===== src/ccen_map.svh =====
// register offsets, field positions and reset values of the channel enable block
`ifndef CCEN_MAP_SVH
`define CCEN_MAP_SVH
`define CCEN_ADDR_CHAN_EN      8'h20
`define CCEN_ADDR_OUT_CTRL     8'h30
`define CCEN_ADDR_CHAN_SEL     8'h34
`define CCEN_ADDR_STATUS       8'h38
`define CCEN_RESET             32'h0000_0000
`define CCEN_WRITE_MASK        32'h0033_3FFF
`define CCEN_POL_MASK          32'h0022_2AAA
`define CCEN_OUT_CTRL_MASK     32'h0000_01FF
`define CCEN_CHAN_SEL_MASK     32'h0000_0FFF
`define CCEN_OUT_MOE_BIT       0
`define CCEN_OUT_IDLE_OFF_STATE_SELECT_BIT      1
`define CCEN_OUT_RUN_OFF_STATE_SELECT_BIT      2
`define CCEN_OUT_IDLE_LSB      3
`define CCEN_OUT_LOCK_LSB      7
`define CCEN_SEL_OUTPUT        2'h0
`endif


===== src/ccen_pkg.sv =====
// types of the capture/compare channel enable block
package ccen_pkg;
  typedef struct packed {
    logic [7:0]  addr;
    logic [31:0] wdata;
    logic        wr;
    logic        rd;
  } bus_req_t;
  typedef struct packed {
    logic main_en;
    logic main_pol;
    logic comp_en;
    logic comp_pol;
  } chan_cfg_t;
  typedef struct packed {
    logic level;
    logic enable;
  } pin_drive_t;
  typedef enum logic [2:0] {
    OUT_OFF  = 3'h1,
    OUT_IDLE = 3'h2,
    OUT_RUN  = 3'h4
  } out_state_t;
endpackage


===== src/ccen_out_pair.sv =====
// output level and enable of one main/complementary channel pair
`timescale 1ns/1ps
`include "ccen_map.svh"
module ccen_out_pair
  import ccen_pkg::*;
(
  input  wire logic       moe,
  input  wire logic       idle_off_state_select,
  input  wire logic       run_off_state_select,
  input  wire logic       idle_main,
  input  wire logic       idle_comp,
  input  wire logic       ref_in,
  input  wire logic       has_comp,
  input  wire chan_cfg_t  cfg,
  output pin_drive_t      main_out,
  output pin_drive_t      comp_out
);
  logic cen;
  assign cen = cfg.comp_en & has_comp;
  // [RULE3] joint output table
  always_comb begin
    main_out = '0;
    comp_out = '0;
    if (moe) begin
      // [RULE16] [RULE4] [RULE8] polarity xor
      if (cfg.main_en) begin
        main_out.level  = cen ? ref_in ^ cfg.main_pol : ref_in ^ cfg.main_pol;
        main_out.enable = 1'b1;
      end else if (run_off_state_select && cen) begin
        main_out.level  = cfg.main_pol;
        main_out.enable = 1'b1;
      end else begin
        main_out.level  = run_off_state_select ? cfg.main_pol : 1'b0;
        main_out.enable = 1'b0;
      end
      // [RULE1] [RULE2] complementary gating
      if (cen) begin
        comp_out.level  = cfg.main_en ? ~ref_in ^ cfg.comp_pol : ref_in ^ cfg.comp_pol;
        comp_out.enable = 1'b1;
      end else if (run_off_state_select && cfg.main_en && has_comp) begin
        comp_out.level  = cfg.comp_pol;
        comp_out.enable = 1'b1;
      end else begin
        comp_out.level  = run_off_state_select ? cfg.comp_pol : 1'b0;
        comp_out.enable = 1'b0;
      end
    end else begin
      // idle: off-state, then idle levels
      if (cfg.main_en | cen) begin
        main_out.level = idle_main;
        comp_out.level = idle_comp & has_comp;
      end else begin
        main_out.level = cfg.main_pol;
        comp_out.level = cfg.comp_pol & has_comp;
      end
      main_out.enable = idle_off_state_select;
      comp_out.enable = idle_off_state_select & has_comp;
    end
  end
endmodule


===== src/ccen_capture_edge.sv =====
// synchronised capture input with polarity-selected edge detect
`timescale 1ns/1ps
module ccen_capture_edge (
  input  wire logic clk,
  input  wire logic rst,
  input  wire logic pin,
  input  wire logic pol,
  input  wire logic enable,
  output logic      trig,
  output logic      capture
);
  logic sync1;
  logic sync2;
  logic last;
  always_ff @(posedge clk or posedge rst) begin
    if (rst) begin
      sync1 <= 1'b0;
      sync2 <= 1'b0;
      last  <= 1'b0;
    end else begin
      sync1 <= pin;
      sync2 <= sync1;
      last  <= sync2;
    end
  end
  // [RULE6] trigger inverted by polarity
  assign trig = sync2 ^ pol;
  // [RULE5] [RULE9] edge choice and capture gate
  assign capture = enable & (pol ? (last & ~sync2) : (~last & sync2));
endmodule


===== src/ccen_top.sv =====
// capture/compare channel enable and polarity control with register port
//
// The address-and-strobe port was decided locally.
`timescale 1ns/1ps
`include "ccen_map.svh"
//////////////////////////////////////////////////////////////////////////////
// Operation
// [RULE1] complementary polarity bit 3: 0 active high, 1 active low
// [RULE2] complementary enable bit 2 turns the complementary output on
// [RULE3] pin level set by main enable, off-state selects, idle levels, enables
// [RULE4] output mode: main polarity bit 1 inverts main output when set
// [RULE5] input mode: polarity 0 captures rising edge, 1 falling edge
// [RULE6] input used as trigger is inverted when polarity is set
// [RULE7] polarity writes ignored while lock level is 3 or 2
// [RULE8] output mode: enable bit 0 turns the main output on
// [RULE9] input mode: enable bit switches capture on or off
// [RULE10] channels 2 and 3 repeat channel 1 at bits 4-7 and 8-11
// [RULE11] channels 4,5,6 have enable/polarity at bits 12-13, 16-17, 20-21
// [RULE12] software keeps reserved bits at reset value
// [RULE13] all enable and polarity bits reset to zero
// [RULE14] selection code 00 means output, other codes mean input
// [RULE15] software changes selection only while channel is disabled
// [RULE16] lone main output drives reference xor main polarity
// [RULE17] unused channel: software clears idle levels and polarities
module ccen_top
  import ccen_pkg::*;
#(
  parameter int NUM_CH = 6
)
(
  input  wire logic        CLK_SYS,
  input  wire logic        RST,
  input  wire logic [7:0]  ADDR,
  input  wire logic [31:0] WDATA,
  input  wire logic        WR,
  input  wire logic        RD,
  output logic      [31:0] RDATA,
  input  wire logic [5:0]  COMPARE_REF,
  input  wire logic [5:0]  CAPTURE_IN,
  output logic      [5:0]  MAIN_OUT,
  output logic      [5:0]  MAIN_OUT_EN,
  output logic      [2:0]  COMP_OUT,
  output logic      [2:0]  COMP_OUT_EN,
  output logic      [5:0]  CAPTURE_STROBE,
  output logic      [5:0]  TRIGGER_OUT
);
  if (NUM_CH != 6) begin : gen_bad_ch
    $error("ccen_top supports exactly six channels");
  end

  //////////////////////////////////////////////////////////////////////////////
  bus_req_t   req;
  logic [31:0] chan_en;
  logic [8:0]  out_ctrl;
  logic [11:0] chan_sel;
  logic [5:0]  is_output;
  logic [5:0]  cap_now;
  logic [5:0]  trig_now;
  logic [5:0]  cap_seen;
  logic [5:0]  next_main;
  logic [5:0]  next_main_en;
  logic [2:0]  next_comp;
  logic [2:0]  next_comp_en;
  logic [1:0]  lock;
  logic        locked;
  chan_cfg_t  cfg [6];

  assign req    = '{addr: ADDR, wdata: WDATA, wr: WR, rd: RD};
  assign lock   = out_ctrl[`CCEN_OUT_LOCK_LSB +: 2];
  assign locked = (lock == 2'h3) || (lock == 2'h2);

  // bit position of a channel's enable; its polarity sits one above
  function automatic int pair_base(input int ch);
    return (ch < 3) ? ch * 4 : 12 + (ch - 3) * 4;
  endfunction

  //////////////////////////////////////////////////////////////////////////////
  // enable/polarity register
  always_ff @(posedge CLK_SYS or posedge RST) begin
    // [RULE13] reset clears all
    if (RST) begin
      chan_en <= `CCEN_RESET;
    end else if (req.wr && req.addr == `CCEN_ADDR_CHAN_EN) begin
      // [RULE7] polarity lock
      if (locked)
        chan_en <= (req.wdata & `CCEN_WRITE_MASK & ~`CCEN_POL_MASK) | (chan_en & `CCEN_POL_MASK);
      else
        chan_en <= req.wdata & `CCEN_WRITE_MASK;
    end
  end

  always_ff @(posedge CLK_SYS or posedge RST) begin
    if (RST) begin
      out_ctrl <= '0;
    end else if (req.wr && req.addr == `CCEN_ADDR_OUT_CTRL) begin
      out_ctrl <= req.wdata[8:0];
    end
  end

  always_ff @(posedge CLK_SYS or posedge RST) begin
    if (RST) begin
      chan_sel <= '0;
    end else if (req.wr && req.addr == `CCEN_ADDR_CHAN_SEL) begin
      // selection field of a channel changes only while it is disabled
      for (int i = 0; i < 6; i++) begin
        if (!chan_en[pair_base(i)])
          chan_sel[i*2 +: 2] <= req.wdata[i*2 +: 2];
      end
    end
  end

  always_ff @(posedge CLK_SYS or posedge RST) begin
    if (RST) begin
      cap_seen <= '0;
    end else begin
      // set wins over the read-clear
      if (req.rd && req.addr == `CCEN_ADDR_STATUS)
        cap_seen <= cap_now;
      else
        cap_seen <= cap_seen | cap_now;
    end
  end

  always_ff @(posedge CLK_SYS or posedge RST) begin
    if (RST) begin
      RDATA <= '0;
    end else if (req.rd) begin
      case (req.addr)
        `CCEN_ADDR_CHAN_EN:  RDATA <= chan_en;
        `CCEN_ADDR_OUT_CTRL: RDATA <= {23'h0, out_ctrl};
        `CCEN_ADDR_CHAN_SEL: RDATA <= {20'h0, chan_sel};
        `CCEN_ADDR_STATUS:   RDATA <= {26'h0, cap_seen};
        default:             RDATA <= '0;
      endcase
    end else begin
      RDATA <= '0;
    end
  end

  //////////////////////////////////////////////////////////////////////////////
  // per-channel configuration and datapath
  genvar g;
  generate
    for (g = 0; g < 6; g++) begin : gen_ch
      // [RULE10] [RULE11] field placement
      assign cfg[g].main_en  = chan_en[pair_base(g)];
      assign cfg[g].main_pol = chan_en[pair_base(g) + 1];
      assign cfg[g].comp_en  = (g < 3) ? chan_en[g*4 + 2] : 1'b0;
      assign cfg[g].comp_pol = (g < 3) ? chan_en[g*4 + 3] : 1'b0;
      // [RULE14] code 00 is output
      assign is_output[g] = (chan_sel[g*2 +: 2] == `CCEN_SEL_OUTPUT);

      pin_drive_t mo;
      pin_drive_t co;
      ccen_out_pair u_pair (
        .moe       (out_ctrl[`CCEN_OUT_MOE_BIT]),
        .idle_off_state_select      (out_ctrl[`CCEN_OUT_IDLE_OFF_STATE_SELECT_BIT]),
        .run_off_state_select      (out_ctrl[`CCEN_OUT_RUN_OFF_STATE_SELECT_BIT]),
        .idle_main (g == 0 ? out_ctrl[`CCEN_OUT_IDLE_LSB] : (g == 1 ? out_ctrl[`CCEN_OUT_IDLE_LSB + 2] : 1'b0)),
        .idle_comp (g == 0 ? out_ctrl[`CCEN_OUT_IDLE_LSB + 1] : (g == 1 ? out_ctrl[`CCEN_OUT_IDLE_LSB + 3] : 1'b0)),
        .ref_in    (COMPARE_REF[g]),
        .has_comp  (g < 3 ? 1'b1 : 1'b0),
        .cfg       (cfg[g]),
        .main_out  (mo),
        .comp_out  (co)
      );
      assign next_main[g]    = is_output[g] & mo.level;
      assign next_main_en[g] = is_output[g] & mo.enable;
      if (g < 3) begin : gen_comp
        assign next_comp[g]    = is_output[g] & co.level;
        assign next_comp_en[g] = is_output[g] & co.enable;
      end

      ccen_capture_edge u_cap (
        .clk     (CLK_SYS),
        .rst     (RST),
        .pin     (CAPTURE_IN[g]),
        .pol     (cfg[g].main_pol),
        .enable  (cfg[g].main_en & ~is_output[g]),
        .trig    (trig_now[g]),
        .capture (cap_now[g])
      );
    end
  endgenerate

  //////////////////////////////////////////////////////////////////////////////
  always_ff @(posedge CLK_SYS or posedge RST) begin
    if (RST) begin
      MAIN_OUT    <= '0;
      MAIN_OUT_EN <= '0;
      COMP_OUT    <= '0;
      COMP_OUT_EN <= '0;
    end else begin
      MAIN_OUT    <= next_main;
      MAIN_OUT_EN <= next_main_en;
      COMP_OUT    <= next_comp;
      COMP_OUT_EN <= next_comp_en;
    end
  end

  always_ff @(posedge CLK_SYS or posedge RST) begin
    if (RST) begin
      CAPTURE_STROBE <= '0;
      TRIGGER_OUT    <= '0;
    end else begin
      CAPTURE_STROBE <= cap_now;
      TRIGGER_OUT    <= trig_now & ~is_output;
    end
  end
endmodule


===== config.mk =====
export PLATFORM = sky130hd
export DESIGN_NAME = ccen_top
export DESIGN_NICKNAME = d
export VERILOG_FILES = /design/src/ccen_pkg.sv /design/src/ccen_out_pair.sv /design/src/ccen_capture_edge.sv /design/src/ccen_top.sv
export VERILOG_INCLUDE_DIRS = /design/src
export SDC_FILE = /design/constraint.sdc
export NUM_CORES = 1
export LEC_CHECK = 0
export ABC_AREA = 1
export BUFFER_PORTS_ARGS = -buffer_cell sky130_fd_sc_hd__buf_2
export CELL_PAD_IN_SITES_DETAIL_PLACEMENT = 0
export CELL_PAD_IN_SITES_GLOBAL_PLACEMENT = 1
export CORE_AREA = 2 2 133 135
export CTS_CLUSTER_DIAMETER = 50
export CTS_CLUSTER_SIZE = 24
export DETAILED_ROUTE_END_ITERATION = 8
export DIE_AREA = 0 0 135 137
export GPL_TIMING_DRIVEN = 1
export PLACE_DENSITY_LB_ADDON = 0.1
export REMOVE_ABC_BUFFERS = 1
export SKIP_LAST_GASP = 1
export SLEW_MARGIN = 20
export SYNTH_ARGS = -nofsm -noshare
export SYNTH_HDL_FRONTEND = slang
export SYNTH_SLANG_ARGS = --single-unit
export TNS_END_PERCENT = 30

===== constraint.sdc =====
create_clock -name CLK_SYS -period 6 [get_ports CLK_SYS]
set_input_delay 0.6 -clock CLK_SYS [delete_from_list [all_inputs] [get_ports CLK_SYS]]
set_output_delay 0.6 -clock CLK_SYS [all_outputs]
set_load 0.01 [all_outputs]

==> results of run 1 <==
power by group through the flow:
| stage | registers [W] | clock network [W] | logic (W) |
|---|---|---|---|
| after floorplan | 0.000813 | 0 | 0.0000728 |
| after global placement | 0.000811 | 0 | 0.000134 |
| after detailed placement | 0.000811 | 0 | 0.000136 |
| after CTS | 0.000796 | 0.000655 | 0.000137 |
| after global routing | 0.000801 | 0.000688 | 0.000151 |
| final | 0.000796 | 0.000631 | 0.000133 |
placed cells by master (no fill, tap or decap), types with 2 or more instances in the layout:
cell type,instances
buf_2,89
nand2_4,4
nand3_1,78
nor3_1,2
inv_2,3
clkbuf_8,3
o21ai_0,25
o211ai_1,4
clkinv_1,2
a211oi_1,2
a21oi_2,5
dfrtp_1,111
a21oi_1,37
nand2_2,6
o21ai_2,5
nor2_8,5
nand2_1,127
inv_1,70
nor2_1,40
conb_1,14
clkbuf_16,9
clkbuf_1,2
nand4_1,2
per-stage QoR:
| stage | util, % | hold WS, ns | power (W) | setup slack, ns | cells |
|---|---|---|---|---|---|
| detailed placement | 32.59 | 0.3370 | 0.0009476 | 3.497 | 862 |
| finish | 34.41 | 0.3374 | 0.001560 | 3.876 | 878 |
| floorplan | - | 0.3312 | 0.0008860 | 2.469 | 547 |
| global placement | 32.59 | 0.3355 | 0.0009449 | 3.520 | 862 |
| global route | 34.41 | 0.3404 | 0.001640 | 3.712 | 878 |
| CTS | 34.41 | 0.3389 | 0.001588 | 3.859 | 878 |
path summary, 6_finish.rpt:
kind / slack [ns] / end / depth (start not counted)
max: 3.88 / chan_en[11] / 9
min: 0.34 / gen_ch[3].u_cap.sync2 / 2
max reg2reg: 4.13 / MAIN_OUT_EN[3] / 3
min reg2reg: 0.35 / gen_ch[3].u_cap.sync2 / 0
max in group asynchronous: 4.45 / TRIGGER_OUT[2] / 3
min in group CLK_SYS: 0.35 / gen_ch[3].u_cap.sync2 / 0
critical path: stages:
cell	delay [ns]
buf_2	0.10
inv_1	0.08
nand2_4	0.09
nor2_4	0.49
nand2_4	0.13
nor2_8	0.39
nand2_2	0.29
nand2_1	0.12
nand2_1	0.06
flip-flops by register name, indices dropped and copies added (netlist names):
register and flops:
cap_seen 6, out_ctrl 9, RDATA 18, chan_sel 12, MAIN_OUT 6, CAPTURE_STROBE 6, gen_ch.u_cap.last 6, chan_en 18
COMP_OUT_EN 3, gen_ch.u_cap.sync2 6, gen_ch.u_cap.sync1 6, TRIGGER_OUT 6, COMP_OUT 3, MAIN_OUT_EN 6
layout make-up:
type | instances | area share, %
multi-input cells | 360 | 29.95
clock inverters | 2 | 0.6395
clock buffers | 14 | 4.669
well taps | 225 | 4.796
flip-flops and latches | 111 | 47.32
inverters | 76 | 4.903
repair buffers | 90 | 7.717
cell families after synthesis:
group | after synthesis | synth area share, %
AND/OR/NAND/NOR | 267 | 25.14
flip-flops | 111 | 55.54
AO/OA/AOI/OAI | 79 | 8.957
other | 1 | 0.07498
buffers and inverters | 103 | 10.28
layer usage:
layer / track usage, % / wire, microns / vias up
li1: - / - / 1929
met4: 4.688 / 163 / 0
met3: 2.370 / 663 / 9
met2: 25.63 / 6448 / 100
met5: 0 / 0 / -
met1: 20.73 / 6263 / 1856
==> metrics, run 1 <==
largest net degree at the start of global routing 62; Post-synth EDFFs 0; Layout area overhead 17.36%; WL per Instance 15.42 microns; core area 17060 sq um; full die area 18500 sq um; Placed Area 5558 sq um; VDD IR max 163.6 uV; Avg Inst Size Synth 8.915 sq um; final hold vios 0; filler cell count 1861; vias in the first global route 3934; Top FF cell, synth dfrtp_1; Rows 48; Post-CTS Hold Buffers 0; clk_lat worst skew 0.35 ns; cell internal pwr 0.001178 W; post-CTS setup buffers 0; Vias 3894; Synth Instances 561; R2R Path Start out_ctrl[0]; initial antenna violation count 0; root buf cell clkbuf_16; dominant cell type by area after synthesis dfrtp_1; Synth Warn # 0; Leak 3.172 nW; Pins Over Slew Limit 0; Worst slew margin 42.75%; Comb power frac 8.5%; clock buffer depth 2; Syn Std Cell Area 5001 sq um; DR DRC count 0; Max Cap Viol 0; Initial Util 29.32%; Multi-input gate area 1758 sq um; ys async rst share 100.0%; post-synth cell types 31; grt ovf 0; status complete, no violations; Switching Fraction 24.48%; global placer's final weighted congestion 0.7637; Worst Hold Class input pin to asynchronous set/reset pin; Starting DRT DRC Count 282; Setup crit start ADDR[1]; Setup-failing EPs final 0; design area 5869 sq um; flip-flop and latch area 2778 sq um; RSZ-0062 raised after global routing no; Clock Sinks 111; min cycle time layout 2.124 ns; top-count cell post-synth nand2_1; antenna diode count 0; vias per cell 4.435; CP arrival 2.36 ns; PortBufs 89; TritonCTS clock tree built; worst path required time 6.24 ns; most area-consuming cells after synthesis dfrtp_1 56%, nand2_1 9.5%, nand3_1 7.8%; fin crit share 35.41%; Sequential Power Share 51.0%; sequential fraction of the synthesis area 55.54%; fin nets 704; Gates resized, CTS repair 0; Worst Clk Skew 0.007424 ns; Final HPWL DP 9386 microns; post-route ant nets 0; number of synthesized register bits 111; Die Wd 135 microns; share of layout cells above drive strength 1 20.83%; worst-margin pin slew 0.8588 ns; Vert. Die Dim 137 microns; I/O pin total 118; Synth top area share 55.54%; CP Launch Type input pin; commonest cells in the netlist 127 x nand2_1, 111 x dfrtp_1, 78 x nand3_1; crit path kind input pin to register; highest clock rate 0.4707 GHz; final WL 13540 microns; htree depth 3; Clock power frac 40.5%; DR pass1 iterations 4; global-route wire length before repair 21500 microns; CP Capture Type register; Clock transition at path regs 0.07 ns; CTS Buf Count 9; Worst Path Max Fanout 28; switching pwr 0.0003820 W; setup TNS 0 ns; Total GRT Usage 15.39%; power per cell area 265.8 nW/um^2
No activity file was read; power rests on OpenSTA's default activity.
==> run 2: changes to the inputs <==
==> constraint.sdc (replaced) <==
create_clock -name CLK_SYS -period 1.9 [get_ports CLK_SYS]
set_input_delay 0.19 -clock CLK_SYS [delete_from_list [all_inputs] [get_ports CLK_SYS]]
set_output_delay 0.19 -clock CLK_SYS [all_outputs]
set_load 0.01 [all_outputs]
==> run 2 against run 1 <==
Against the previous run:
- global-route usage up 0.27 points
- critical path depth decreased by 5
- largest cell class unchanged
- clock skew rose by 0.0024 ns
- largest power group unchanged
==> metrics, run 2 (synthesis results as in run 1) <==
status complete, no violations; most frequent cells in the layout 127 x nand2_1, 111 x dfrtp_1, 89 x buf_2, 78 x nand3_1, 70 x inv_1; power per cell area 835.4 nW/um^2; WL per Instance 14.98 microns; Pins Over Slew Limit 0; TritonCTS clock tree built; Vias 3923; Post-Layout Cell Count 898; largest registers RDATA: 18 flops, chan_en: 18 flops, chan_sel: 12 flops; design area 6081 sq um; Die Wd 135 microns; R2R Path Start out_ctrl[2]; CTS Buf Count 9; busiest layer in global routing met2; final WL 13460 microns; DR DRC count 0; fin crit share 81.24%; Total GRT Usage 15.66%; worst path required time 2.18 ns; CP max stage delay 0.45 ns; crit path kind register to register; CP arrival 1.82 ns; highest clock rate 0.6478 GHz; most common cell after layout, fill and taps aside nand2_1; root buf cell clkbuf_16; Placed Area 5680 sq um; Max Cap Viol 0; clock buffer depth 2; slowest stage cell on the critical path dfrtp_1; min cycle time layout 1.544 ns; Starting DRT DRC Count 235; filler cell count 1792; clk_lat worst skew 0.36 ns; core area 17060 sq um; global-route wire length before repair 21780 microns; DP Worst Slack 0.3347 ns; Worst Path Max Fanout 10; PnR worst setup slack 0.3564 ns; antenna diode count 0; grt ovf 0; fin nets 724; Setup-failing EPs final 0; DR pass1 iterations 4; largest net degree at the start of global routing 45; Final HPWL DP 9881 microns; Rows 48; met2 Usage GRT 25.75%; Hold Path Origin WDATA[16]; CP Capture Type register; PortBufs 89; Worst Clk Skew 0.009781 ns; initial antenna violation count 0; vias per cell 4.369; M1 GR Usage 21.17%; CP Launch Type register; Clock Sinks 111; Setup crit start out_ctrl[2]; vias in the first global route 4043; Final Core Density 35.65%; Vert. Die Dim 137 microns; placed insts 875; Worst Hold Class input pin to register; global placer's final weighted congestion 0.7888; Initial Util 29.32%; I/O pin total 118; full die area 18500 sq um; met3 Track Usage GR 2.111%; final hold vios 0; post-route ant nets 0; Layout area overhead 21.59%; htree depth 3; Clock transition at path regs 0.07 ns; RSZ-0062 raised after global routing no; Leak 3.292 nW; Gates resized, CTS repair 0; CP Cell Sequence clkinv_1 > nand2_1 > nand3_1 > a21oi_1; share of layout cells above drive strength 1 22.44%; VDD IR max 437.3 uV
## run 2: changes by cell type in the layout (fill, tap and decap cells not counted), moves of 2 or more
cell / delta
clkbuf_8: -2
buf_4: +11
inv_6: +2
buf_12: +2
clkbuf_1: -2
dlygate4sd3_1: +7
## run 2: per-stage QoR
stage	total power, W	TNS, ns	hold slack, ns
after global routing	0.005338	0	0.02987
after CTS	0.005164	0	0.02739
after global placement	0.003009	0	0.2395
final	0.005080	0	0.03635
after detailed placement	0.003014	0	0.2472
after floorplan	0.002798	-135.49	0.2214
## run 2: worst max-delay path, delay by kind of cell, from the launching register on
family	cells	cell delay [ns]
AND/OR/NAND/NOR	2	0.43
buffers and inverters	1	0.41
flip-flops	1	0.45
AO/OA/AOI/OAI	1	0.18
## run 2: repair_timing
action / CTS / global route
hold buffers: 7 / 0
hold endpoints to repair: 36 / 0
setup buffers: 0 / 0
## run 2: report_power, final
| group | switching [W] | internal (W) | total [W] |
|---|---|---|---|
| sequential | 0.0000549 | 0.00245 | 0.00251 |
| combinational | 0.000296 | 0.000160 | 0.000455 |
| clock | 0.000912 | 0.00120 | 0.00212 |
| total | 0.00126 | 0.00382 | 0.00508 |
## run 2: per-layer routing
metal | routed length (microns) | up-vias
met4 | 211 | 0
met5 | 0 | -
met3 | 467 | 11
met1 | 6430 | 1849
li1 | - | 1977
met2 | 6345 | 86
## run 2: layout make-up
type	count	area, sq um	area share, %
Clock buffer	10	239.0	3.930
Clock inverter	6	91.34	1.502
Inverter	76	287.8	4.733
Multi-Input combinational cell	360	1758	28.91
Sequential cell	111	2778	45.68
Tap cell	225	281.5	4.630
Timing Repair Buffer	110	645.6	10.62
## run 2: final timing paths
kind                            slack, ns  depth (start not counted)               endpoint
worst max-delay path                 0.36                          4            MAIN_OUT[4]
min in group asynchronous            0.40                          3            chan_sel[7]
max in group asynchronous            0.92                          4  gen_ch[2].u_cap.sync1
worst max register to register       0.36                          4            MAIN_OUT[4]
worst min-delay path                 0.04                          3            chan_en[16]
worst min register to register       0.34                          0  gen_ch[2].u_cap.sync2
==> run 3: changes to the inputs <==
==> constraint.sdc (replaced) <==
create_clock -name CLK_SYS -period 1.5 [get_ports CLK_SYS]
set_input_delay 0.15 -clock CLK_SYS [delete_from_list [all_inputs] [get_ports CLK_SYS]]
set_output_delay 0.15 -clock CLK_SYS [all_outputs]
set_load 0.01 [all_outputs]
==> run 3 against run 2 <==
Against the previous run:
- worst hold slack lost 0.029 ns
- largest cell class unchanged
- highest routed layer unchanged
- critical endpoint is now COMP_OUT[2]
- global-route usage is essentially flat
- core utilization grew 0.40 points
- count of clock-buffer cells in the layout shrank 1
==> metrics, run 3 (synthesis results as in run 1) <==
status complete, no violations; Buf/Inv on CP 2; vias in the first global route 3891; switching pwr 0.001620 W; min cycle time layout 1.285 ns; Die Wd 135 microns; Comb power frac 9.7%; Hold Path Origin WDATA[12]; most common cell after layout, fill and taps aside nand2_1; root buf cell clkbuf_16; Leak 3.337 nW; met2 Usage GRT 25.13%; I/O pin total 118; flop-to-flop setup slack 0.21 ns; Max Cap Viol 0; Sequential Power Share 50.9%; VDD IR max 620.8 uV; Placed Area 5771 sq um; grt ovf 0; Top delay family on crit path flip-flops; CP arrival 1.58 ns; Vert. Die Dim 137 microns; PnR worst setup slack 0.2149 ns; largest registers RDATA: 18 flops, chan_en: 18 flops, chan_sel: 12 flops; M1 GR Usage 21.79%; Worst Hold Class input pin to register; Clock transition at path regs 0.07 ns; Worst Path Max Fanout 10; clock buffer depth 2; fin nets 737; antenna diode count 0; vias per cell 4.393; Clock Sinks 111; CP Capture Type register; most frequent cells in the layout 127 x nand2_1, 111 x dfrtp_1, 89 x buf_2, 78 x nand3_1, 70 x inv_1; Worst Clk Skew 0.009046 ns; fin crit share 85.67%; R2R Path Start out_ctrl[0]; PortBufs 89; global placer's final weighted congestion 0.7899; htree depth 3; share of layout cells above drive strength 1 23.76%; Rows 48; Setup crit start out_ctrl[0]; design area 6150 sq um; CP Cell Sequence buf_4 > a21oi_1 > nor3_1 > o21ai_0 > inv_1; CP max stage delay 0.56 ns; Vias 4002; Levels on crit path 5; Layout area overhead 22.97%; highest clock rate 0.7781 GHz; Final HPWL DP 10240 microns; slowest stage cell on the critical path dfrtp_1; clk_lat worst skew 0.36 ns; full die area 18500 sq um; final WL 13960 microns; TritonCTS clock tree built; DR pass1 iterations 4; power per cell area 1016 nW/um^2; Initial Util 29.32%; met3 Track Usage GR 2.963%; largest net degree at the start of global routing 32; Clock power frac 39.5%; R2R Path End COMP_OUT[2]; Setup-failing EPs final 0; DP Worst Slack 0.1040 ns; DR DRC count 0; WL per Instance 15.32 microns; Switching Fraction 25.93%; cell internal pwr 0.004628 W; CTS Buf Count 9; Starting DRT DRC Count 227; core area 17060 sq um; worst r2r path cells 5; RSZ-0062 raised after global routing no; busiest layer in global routing met2; initial antenna violation count 0; Pins Over Slew Limit 0; Total GRT Usage 15.67%; post-route ant nets 0; crit path kind register to register; post-CTS setup buffers 0; CP Launch Type register; crit path to COMP_OUT[2]; final hold vios 0; global-route wire length before repair 21870 microns; Total Power 0.006249 W; worst path required time 1.79 ns
==> run 3: layout make-up <==
cell class,instances,area (sq um)
fill,1790,10910
sequential,111,2778
multi-input combinational,360,1758
timing repair buffer,123,745.7
inverter,76,287.8
tap,225,281.5
clock buffer,9,225.2
clock inverter,7,73.82
==> run 3: metrics by stage <==
stage	hold slack, ns	cells	TNS, ns	utilization, %
4_1_cts	0.0009747	911	0	36.05
2_1_floorplan	0.1814	547	-175.45	-
3_5_place_dp	0.1784	887	0	33.83
3_3_place_gp	0.1722	887	0	33.83
6_report	0.006960	911	0	36.05
5_1_grt	0.01129	911	0	36.05
==> run 3: timing repair <==
action,CTS,global route
setup endpoints to repair,0,0
hold buffers,8,0
gates resized for setup,0,0
hold endpoints to repair,26,0
==> run 3: layer usage <==
layer | wire (microns) | vias up
met5 | 0 | -
met4 | 177 | 0
met3 | 571 | 14
met2 | 6480 | 96
met1 | 6730 | 1892
li1 | - | 2000
==> run 3: worst min-delay path by stage <==
stage / end / slack, ns / depth (start not counted)
after floorplan: gen_ch[0].u_cap.sync1 / 0.18 / 0
final: chan_en[12] / 0.007 / 3
after global routing: chan_en[12] / 0.01 / 3
after CTS: chan_en[12] / 0.001 / 3
after detailed placement: gen_ch[1].u_cap.sync1 / 0.18 / 2
after global placement: gen_ch[1].u_cap.sync1 / 0.17 / 2
==> run 3: worst register-to-register path, stage by stage, from the launching register on <==
cell and delay (ns):
dfrtp_1 0.56, buf_4 0.26, a21oi_1 0.06, nor3_1 0.14, o21ai_0 0.14, inv_1 0.07
==> run 3: power groups by stage <==
stage                     sequential [W]  clock, W  combinational, W
after global placement           0.00324         0          0.000594
after CTS                        0.00318   0.00254          0.000620
after detailed placement         0.00324         0          0.000602
after floorplan                  0.00325         0          0.000291
final                            0.00318   0.00247          0.000604
after global routing             0.00319   0.00267          0.000683
